`config.mk`:
```
export PLATFORM = sky130hd
export DESIGN_NAME = lcs_cell
export DESIGN_NICKNAME = d
export VERILOG_FILES = /design/src/rtl/lcs_pkg.sv /design/src/rtl/lcs_elem.sv /design/src/rtl/lcs_cell.sv
export SDC_FILE = /design/constraint.sdc
export NUM_CORES = 1
export LEC_CHECK = 0
export BUFFER_PORTS_ARGS = -buffer_cell sky130_fd_sc_hd__buf_4
export CORE_MARGIN = 3
export CORE_UTILIZATION = 44
export DETAILED_ROUTE_END_ITERATION = 16
export GPL_TIMING_DRIVEN = 0
export PLACE_DENSITY_LB_ADDON = 0.25
export SLEW_MARGIN = 0
export SYNTH_ARGS = -nofsm -noshare
export SYNTH_HDL_FRONTEND = slang
export SYNTH_SLANG_ARGS = --single-unit
```
`constraint.sdc`:
```
create_clock -name ref_clk -period 3.56 [get_ports ref_clk]
set_clock_uncertainty 0.1 [all_clocks]
set_input_delay 0.356 -clock ref_clk [delete_from_list [all_inputs] [get_ports ref_clk]]
set_output_delay 0.356 -clock ref_clk [all_outputs]
set_load 0.01 [all_outputs]
```
`src/rtl/lcs_pkg.sv`:
```
// Purpose: constants and types for the logic cell storage/control block
// Assumes: single clock ref_clk, synchronous active-high srst
// Notes: configuration bits arrive as plain ports, no register bus
package lcs_pkg;
   // data source select codes
   localparam logic [1:0] DSEL_F   = 2'h0;
   localparam logic [1:0] DSEL_G   = 2'h1;
   localparam logic [1:0] DSEL_H   = 2'h2;
   localparam logic [1:0] DSEL_DIN = 2'h3;
   // internal control signal indices
   localparam int CTL_EC  = 0;
   localparam int CTL_SR  = 1;
   localparam int CTL_DIN = 2;
   localparam int CTL_H1  = 3;
   localparam int NUM_CTL = 4;
   // value of an element after reset when configured as reset
   localparam logic RST_VAL_CLEAR = 1'b0;
   // cell operating modes
   typedef enum logic [1:0]
   {
      LCS_MODE_LOGIC   = 2'b00,
      LCS_MODE_MEM16   = 2'b01,
      LCS_MODE_MEM32   = 2'b10
   } lcs_mode_t;
endpackage : lcs_pkg

```
`src/rtl/lcs_elem.sv`:
```
// Purpose: one storage element of the cell
// Assumes: set/reset modelled synchronously to ref_clk, same-cycle effect on output path
// Notes: latch mode is emulated as transparent within the clock domain
`timescale 1ns/10ps
`default_nettype none
module lcs_elem
(
   // clock and reset
   input  wire logic ref_clk,
   input  wire logic srst,
   // configuration
   input  wire logic cfg_set,      // 1 = set element, 0 = reset element
   input  wire logic cfg_sr_en,    // local set/reset enabled
   input  wire logic cfg_latch,    // 1 = latch, 0 = flip-flop
   // operation
   input  wire logic global_init_net,
   input  wire logic local_set_reset_input,
   input  wire logic clock_gate_enable,
   input  wire logic d,
   output logic      q
);
   logic q_q;  // stored state
   logic q_d;  // next state
   logic init; // any active set/reset

   // next state: set/reset wins over capture and hold
   always_comb
   begin
      init = global_init_net | (cfg_sr_en & local_set_reset_input);
      q_d  = q_q;
      if (init)
         q_d = cfg_set;
      else if (clock_gate_enable)
         q_d = d;
   end

   // register; reset gives the configured start state, same bit as set/reset
   always_ff @(posedge ref_clk)
   begin
      if (srst)
         q_q <= cfg_set ? ~lcs_pkg::RST_VAL_CLEAR : lcs_pkg::RST_VAL_CLEAR;
      else
         q_q <= q_d;
   end

   // latch mode passes next value through at once; set/reset also acts at once
   always_comb
   begin
      if (cfg_latch | init)
         q = q_d;
      else
         q = q_q;
   end
endmodule : lcs_elem
`default_nettype wire

```
`src/rtl/lcs_cell.sv`:
```
// Purpose: storage and control-input logic of one configurable logic cell
// Assumes: all inputs synchronous to ref_clk; configuration static during use
// Notes: srst stands for power-up/reconfiguration and drives the global init path
`timescale 1ns/10ps
`default_nettype none
module lcs_cell
(
   // clock and reset
   input  wire logic       ref_clk,
   input  wire logic       srst,
   // global init net, already conditioned by user logic
   input  wire logic       global_init_net,
   // generic control inputs
   input  wire logic [3:0] generic_control_inputs,
   // function generator outputs
   input  wire logic       fgen_f_out,
   input  wire logic       fgen_g_out,
   input  wire logic       fgen_h_out,
   // configuration: control mapping, one 2-bit source per internal signal
   input  wire logic [7:0] cfg_ctl_map,
   input  wire logic [1:0] cfg_mode,
   // configuration: x element
   input  wire logic       cfg_x_set,
   input  wire logic       cfg_x_sr_en,
   input  wire logic       cfg_x_latch,
   input  wire logic [1:0] cfg_x_dsel,
   input  wire logic       cfg_x_bypass,
   input  wire logic [1:0] cfg_x_bypass_sel,
   // configuration: y element
   input  wire logic       cfg_y_set,
   input  wire logic       cfg_y_sr_en,
   input  wire logic       cfg_y_latch,
   input  wire logic [1:0] cfg_y_dsel,
   input  wire logic       cfg_y_bypass,
   input  wire logic [1:0] cfg_y_bypass_sel,
   // registered outputs
   output logic            x_registered_out,
   output logic            y_registered_out,
   // internal control signals toward generators
   output logic            clock_gate_enable,
   output logic            third_gen_input_zero,
   output logic            third_gen_input_one,
   output logic            third_gen_input_two,
   output logic            mem_write_enable,
   output logic            memory_data_in_a,
   output logic            memory_data_in_b,
   output logic            mem_addr_bit4
);
   // pick one of the four generic inputs
   function automatic logic pick4(input logic [3:0] v, input logic [1:0] s);
      pick4 = v[s];
   endfunction : pick4

   // pick storage data source
   function automatic logic pick_data(input logic [1:0] s, input logic f, input logic g,
                                      input logic h, input logic din);
      unique case (s)
         lcs_pkg::DSEL_F: pick_data = f;
         lcs_pkg::DSEL_G: pick_data = g;
         lcs_pkg::DSEL_H: pick_data = h;
         default:         pick_data = din;
      endcase
   endfunction : pick_data

   logic [lcs_pkg::NUM_CTL-1:0] ctl;        // internal control signals
   logic                        logic_mode; // logic function active
   logic                        mem32;      // 32x1 memory arrangement
   logic                        sr_eff;     // local set/reset as seen by elements
   logic                        ec_eff;     // enable seen by elements
   logic                        init_any;   // global init or reset
   logic                        x_d;        // x element data
   logic                        y_d;        // y element data
   logic                        x_q;        // x element state
   logic                        y_q;        // y element state
   // output flops
   logic xo_q, xo_d, yo_q, yo_d;
   logic ec_q, h0_q, h1_q, h2_q, we_q, da_q, db_q, a4_q;
   logic ec_d, h0_d, h1_d, h2_d, we_d, da_d, db_d, a4_d;

   // control steering: any generic input to any internal signal
   always_comb
   begin
      for (int i = 0; i < lcs_pkg::NUM_CTL; i++)
         ctl[i] = pick4(generic_control_inputs, cfg_ctl_map[2*i +: 2]);
      logic_mode = (lcs_pkg::lcs_mode_t'(cfg_mode) == lcs_pkg::LCS_MODE_LOGIC);
      mem32      = (lcs_pkg::lcs_mode_t'(cfg_mode) == lcs_pkg::LCS_MODE_MEM32);
      // in memory mode the set/reset slot becomes write enable, so no local reset
      sr_eff     = logic_mode & ctl[lcs_pkg::CTL_SR];
      ec_eff     = ctl[lcs_pkg::CTL_EC];
      init_any   = global_init_net | srst;
      x_d = pick_data(cfg_x_dsel, fgen_f_out, fgen_g_out, fgen_h_out, ctl[lcs_pkg::CTL_DIN]);
      y_d = pick_data(cfg_y_dsel, fgen_f_out, fgen_g_out, fgen_h_out, ctl[lcs_pkg::CTL_DIN]);
   end

   // x storage element
   lcs_elem u_x
   (
      .ref_clk               (ref_clk),
      .srst                  (srst),
      .cfg_set               (cfg_x_set),
      .cfg_sr_en             (cfg_x_sr_en),
      .cfg_latch             (cfg_x_latch),
      .global_init_net       (init_any),
      .local_set_reset_input (sr_eff),
      .clock_gate_enable     (ec_eff),
      .d                     (x_d),
      .q                     (x_q)
   );

   // y storage element
   lcs_elem u_y
   (
      .ref_clk               (ref_clk),
      .srst                  (srst),
      .cfg_set               (cfg_y_set),
      .cfg_sr_en             (cfg_y_sr_en),
      .cfg_latch             (cfg_y_latch),
      .global_init_net       (init_any),
      .local_set_reset_input (sr_eff),
      .clock_gate_enable     (ec_eff),
      .d                     (y_d),
      .q                     (y_q)
   );

   // output selectors and mode decode of the internal control signals
   always_comb
   begin
      xo_d = cfg_x_bypass ? pick4(generic_control_inputs, cfg_x_bypass_sel) : x_q;
      yo_d = cfg_y_bypass ? pick4(generic_control_inputs, cfg_y_bypass_sel) : y_q;
      ec_d = ctl[lcs_pkg::CTL_EC];
      // logic mode meanings
      h0_d = logic_mode & ctl[lcs_pkg::CTL_SR];
      h2_d = logic_mode & ctl[lcs_pkg::CTL_DIN];
      h1_d = logic_mode & ctl[lcs_pkg::CTL_H1];
      // memory mode meanings
      we_d = ~logic_mode & ctl[lcs_pkg::CTL_SR];
      da_d = ~logic_mode & ctl[lcs_pkg::CTL_DIN];
      db_d = ~logic_mode & ~mem32 & ctl[lcs_pkg::CTL_H1];
      a4_d = mem32 & ctl[lcs_pkg::CTL_H1];
   end

   // output registers; they add one cycle so every output is a flop
   always_ff @(posedge ref_clk)
   begin
      if (srst)
      begin
         xo_q <= 1'b0;
         yo_q <= 1'b0;
         ec_q <= 1'b0;
         h0_q <= 1'b0;
         h1_q <= 1'b0;
         h2_q <= 1'b0;
         we_q <= 1'b0;
         da_q <= 1'b0;
         db_q <= 1'b0;
         a4_q <= 1'b0;
      end
      else
      begin
         xo_q <= xo_d;
         yo_q <= yo_d;
         ec_q <= ec_d;
         h0_q <= h0_d;
         h1_q <= h1_d;
         h2_q <= h2_d;
         we_q <= we_d;
         da_q <= da_d;
         db_q <= db_d;
         a4_q <= a4_d;
      end
   end

   assign x_registered_out     = xo_q;
   assign y_registered_out     = yo_q;
   assign clock_gate_enable    = ec_q;
   assign third_gen_input_zero = h0_q;
   assign third_gen_input_one  = h1_q;
   assign third_gen_input_two  = h2_q;
   assign mem_write_enable     = we_q;
   assign memory_data_in_a     = da_q;
   assign memory_data_in_b     = db_q;
   assign mem_addr_bit4        = a4_q;
endmodule : lcs_cell
`default_nettype wire

```
== Yosys cells after proc, flatten, opt, wreduce, memory -nomap -nowiden ==
Cells that the tools add are included.
Storage, ports and cells
  word-level logic and storage cells: 69
  input bits: 36
  output and inout port bits: 10
  bits in registers: 12
Operators by class
  reduce and logical (&&, ||, !) cells: 3
  equal/unequal tests: 5
  bitwise operators: 17
  magnitude comparators: 6
  mux-type cells: 26
Operator list (number)
  < comparator 2 x 3 -> 1 bit (second input constant): 6
  2-to-1 mux 1 bit: 18
  binary-select mux 1 bit (select 2 bit): 6
  AND 1 bit: 10
  equality test 2 bit (second input constant): 3
  logical NOT 2 bit: 3
  case mux 1 bit (3 select lines): 2
  OR 1 bit: 5
  equality test 2 x 1 -> 1 bit (second input constant): 2
  NOT 1 bit: 2

== Depth between registers and ports, before layout ==
  depth after elaboration: 8
  gate-level depth with buffers: 5
  mapped depth without buffers: 5

== Hierarchy ==
Synthesis repeated with hierarchy kept, for this count alone.
Second synthesis, totals
  cell total of the unflattened synthesis: 55
  area total of the unflattened synthesis: 679.4 um2
Modules (own cells, without submodules)
  lcs_cell: sequential area each 200.2 um2, cells an instance 35, times used 1, area an instance 521.8 um2
  lcs_elem: sequential area each 20.0 um2, cells an instance 10, times used 2, area an instance 78.8 um2

== Worst setup path after synthesis ==
No wires, ideal clock.
  path type: input -> register
  start point: input port cfg_ctl_map[5]
  end point: register xo_q, in the netlist x_registered_out
  setup time: 0.126 ns
  stages on the path: 5
  arrival time: 1.353 ns
  data required time: 3.334 ns
  path slack: 1.981 ns
  path buffers: 0
  cells stage by stage: mux2_1 or3_1 a41o_1 nand3_1 a31oi_2
On the way
  longest elaborated chain between the ends: 7
RTL lines
  from (decl): RTL line lcs_cell.sv:20  | input wire logic [7:0] cfg_ctl_map,
  binary-select mux 1 bit (select 2 bit): RTL line lcs_cell.sv:51  | pick4 = v[s];
  2-to-1 mux 1 bit (implied by the code): RTL line lcs_cell.sv:51
  case mux 1 bit (3 select lines): RTL line lcs_cell.sv:57  | unique case (s)
  2-to-1 mux 1 bit: RTL line lcs_elem.sv:33  | else if (clock_gate_enable)
  2-to-1 mux 1 bit: RTL line lcs_elem.sv:31  | if (init)
  2-to-1 mux 1 bit: RTL line lcs_elem.sv:49  | if (cfg_latch | init)
  2-to-1 mux 1 bit: RTL line lcs_cell.sv:128  | xo_d = cfg_x_bypass ? pick4(generic_control_inputs, cfg_x_bypass_sel) : x_q;
  to (signal assigned): RTL line lcs_cell.sv:160  | xo_q <= xo_d;
  to (decl): RTL line lcs_cell.sv:76  | logic xo_q, xo_d, yo_q, yo_d;
Every way passes these cells. The select of a mux whose other input is x is not followed.
A chain may end at the register's enable or synchronous reset.

== Worst setup path after layout ==
  start point: input port cfg_ctl_map[5]
  end point: register yo_q, in the netlist y_registered_out
On the way
  longest elaborated chain between the ends: 7
RTL lines
  binary-select mux 1 bit (select 2 bit): RTL line lcs_cell.sv:51
  2-to-1 mux 1 bit (implied by the code): RTL line lcs_cell.sv:51
  case mux 1 bit (3 select lines): RTL line lcs_cell.sv:57
  2-to-1 mux 1 bit: RTL line lcs_elem.sv:33
  2-to-1 mux 1 bit: RTL line lcs_elem.sv:31
  2-to-1 mux 1 bit: RTL line lcs_elem.sv:49
  2-to-1 mux 1 bit: RTL line lcs_cell.sv:129  | yo_d = cfg_y_bypass ? pick4(generic_control_inputs, cfg_y_bypass_sel) : y_q;
  to (signal assigned): RTL line lcs_cell.sv:161  | yo_q <= yo_d;
  to (decl): RTL line lcs_cell.sv:76
Every way passes these cells. The select of a mux whose other input is x is not followed.

==> results.sh <==
export IMPL_path_delay_family="multiplexers"
export IMPL_dp_hpwl_um=1520
export IMPL_p_sw_mw=0.0863
export IMPL_tns_ns=0
export IMPL_cts_tree="yes"
export IMPL_max_clock_path_buffers=2
export IMPL_status="completed"
export IMPL_gp_congestion=0.773
export IMPL_hold_viol=0
export IMPL_r2r_setup_slack_ns=2.51
export IMPL_synth_top_family_by_area="multiplexers"
export IMPL_drv_cap=0
export IMPL_netlist_instances=71
export IMPL_fillCellCount=121
export IMPL_floorplan_initialDensity_pct=47.7
export IMPL_ir_drop_v=0.000152
export IMPL_rsz0062_at_grt="false"
export IMPL_dieArea_um2=2200
export IMPL_die_h_um=46.9
export IMPL_syn_nets=107
export IMPL_power_density_nw_per_um2=295
export IMPL_worstPathCellList="buf_4 -> mux2_1 -> mux2i_1 -> a31oi_1 -> o211ai_1 -> a31oi_1"
export IMPL_fin_area_um2=1110
export IMPL_clock_latency_ns=0.27
export IMPL_antenna_left=0
export IMPL_drt_wl_total_um=1790
export IMPL_via_count=762
export IMPL_fmax_mhz=660
export IMPL_avgSynthCellArea_um2=10.4
export IMPL_portBuffers=44
export IMPL_layout_area_overhead_vs_synth_pct=50.7
export IMPL_yosysSeqAreaShare_pct=32.7
export IMPL_htreeDepth=1
export IMPL_endpoint_kind="flop"
export IMPL_finalSetupViolCount=0
export IMPL_rows=14
export IMPL_antenna_found_initial=0
export IMPL_crit_path_frequent_cell="a31oi_1"
export IMPL_grt_usage_pct=17.0
export IMPL_io_pins=46
export IMPL_holdBufCountCts=0
export IMPL_dp_cells=131
export IMPL_grt_max_degree=11
export IMPL_arrival_ns=1.57
export IMPL_coreArea_um2=1540
export IMPL_post_cts_buffers=0
export IMPL_swShare_pct=26.3
export IMPL_maxSlewHeadroom_pct=75.1
export IMPL_detail_route_first_pass_iterations=4
export IMPL_diodes=0
export IMPL_synthMuxAreaShare_pct=25.7
export IMPL_post_route_util_pct=71.9
export IMPL_required_ns=3.61
export IMPL_placed_cell_area_um2=1090
export IMPL_synth_seq_cells=12
export IMPL_drive_above_1_share_pct=48.3
export IMPL_final_cell_mix="buf_4, dfxtp_1, inv_1, mux2i_1"
export IMPL_synth_edf_count=0
export IMPL_drcViolationCount=0
export IMPL_power_frac_comb_pct=30.5
export IMPL_power_frac_clock_pct=25.1
export IMPL_period_share_pct=42.6
export IMPL_wire_per_inst_um=13.4
export IMPL_worstPathMaxFanout=3
export IMPL_synth_fa_ha_area_share_pct=0
export IMPL_synth_compound_area_share_pct=17.7
export IMPL_synth_ff_type="dfxtp_1"
export IMPL_synth_simple_area_share_pct=20.2
export IMPL_synth_warnings=0
export IMPL_hp_class="in2reg"
export IMPL_yosysUniqueCellTypes=31
export IMPL_critPathLaunchType="input pin"
export IMPL_grt_overflow_total=0
export IMPL_cts_root_buffer="clkbuf_4"
export IMPL_power_frac_seq_pct=44.4
export IMPL_syn_area_um2=736
export IMPL_regArea_um2=240
export IMPL_cts_repair_resized=0
export IMPL_critPathKind="in2reg"
export IMPL_grt_pass1_wl_um=2630
export IMPL_intPower_mw=0.241
export IMPL_grt_pass1_vias=671
export IMPL_synth_xor_area_share_pct=0
export IMPL_synthArstFlopShare_pct=0
export IMPL_final_cells=134
export IMPL_cp_slowest_cell="mux2_1"
export IMPL_slowest_delay_ns=0.32
export IMPL_multiInputGateArea_um2=468
export IMPL_vias_per_cell=5.69
export IMPL_hold_slack_ns=0.189
export IMPL_path_clk_slew_ns=0.07
export IMPL_worstMarginPinSlew_ns=0.364
export IMPL_crit_buf_inv=1
export IMPL_cts_buffers=3
export IMPL_die_w_um=46.9
export IMPL_clkSinkCount=12
export IMPL_final_common_cell="buf_4"
export IMPL_p_leak_nw=0.533
export IMPL_period_needed_ns=1.51
export IMPL_fin_nets=156
export IMPL_drt_iter0_drc=16
export IMPL_slew_violations=0
## layer usage
| metal | share of wire [%] | vias up | global-route usage (%) |
|---|---|---|---|
| met5 | 0 | - | 0 |
| met4 | 0.56 | 0 | 5.52 |
| met3 | 8.6 | 2 | 4.98 |
| met2 | 51 | 36 | 30.4 |
| met1 | 40 | 355 | 19.2 |
| li1 | - | 369 | - |
## worst register-to-register path, stage by stage (launching register included)
cell	delay, ns
dfxtp_1	0.31
nor2b_2	0.14
a41o_1	0.21
nand3_1	0.09
a31oi_2	0.08
## Yosys cell counts (all sizes together), types with 2 or more instances
| master | n | area share [%] |
|---|---|---|
| nand2b | 4 | 4.4 |
| nor2 | 3 | 1.5 |
| inv | 6 | 3.1 |
| mux4 | 4 | 14 |
| or3 | 3 | 2.6 |
| a211oi | 2 | 3.4 |
| mux2i | 5 | 6.8 |
| mux2 | 3 | 5.1 |
| nor3 | 2 | 1.4 |
| dfxtp | 12 | 33 |
| a31oi | 5 | 5.1 |
| o21bai | 2 | 2.0 |
| nor2b | 5 | 4.6 |
| nand2 | 4 | 2.0 |
## power by group through the flow
stage / Clock, mW / Sequential, mW / Combinational (mW)
floorplan: 0 / 0.152 / 0.0426
global placement: 0 / 0.149 / 0.0981
detailed placement: 0 / 0.149 / 0.0999
CTS: 0.0826 / 0.146 / 0.100
global route: 0.0862 / 0.146 / 0.109
finish: 0.0821 / 0.146 / 0.0999
## area by class of cell
class | instances | share of cell area [%]
multi-input combinational | 52 | 42.2
timing repair buffer | 44 | 29.8
sequential | 12 | 21.7
clock buffer | 3 | 2.03
inverter | 6 | 2.03
tap | 16 | 1.81
buffer | 1 | 0.451
## through the flow
step	power, mW	worst slack [ns]
2_1_floorplan	0.195	1.98
3_3_place_gp	0.247	1.79
3_5_place_dp	0.249	1.77
4_1_cts	0.328	2.05
5_1_grt	0.341	1.96
6_report	0.328	2.05
## kinds of logic after synthesis
logic type,Yosys count
AOI/OAI and AO/OA,15
and+or+nand+nor,25
buffers and inverters,7
muxes,12
DFF,12
## worst paths after layout
| kind | start | endpoint | cells after the start |
|---|---|---|---|
| setup reg to reg | u_x.q_q | x_registered_out | 4 |
| hold / removal | cfg_mode[1] | third_gen_input_one | 2 |
| setup / recovery | cfg_ctl_map[5] | y_registered_out | 6 |
| hold reg to reg | u_x.q_q | x_registered_out | 2 |
(Power assumes the default switching activity.)
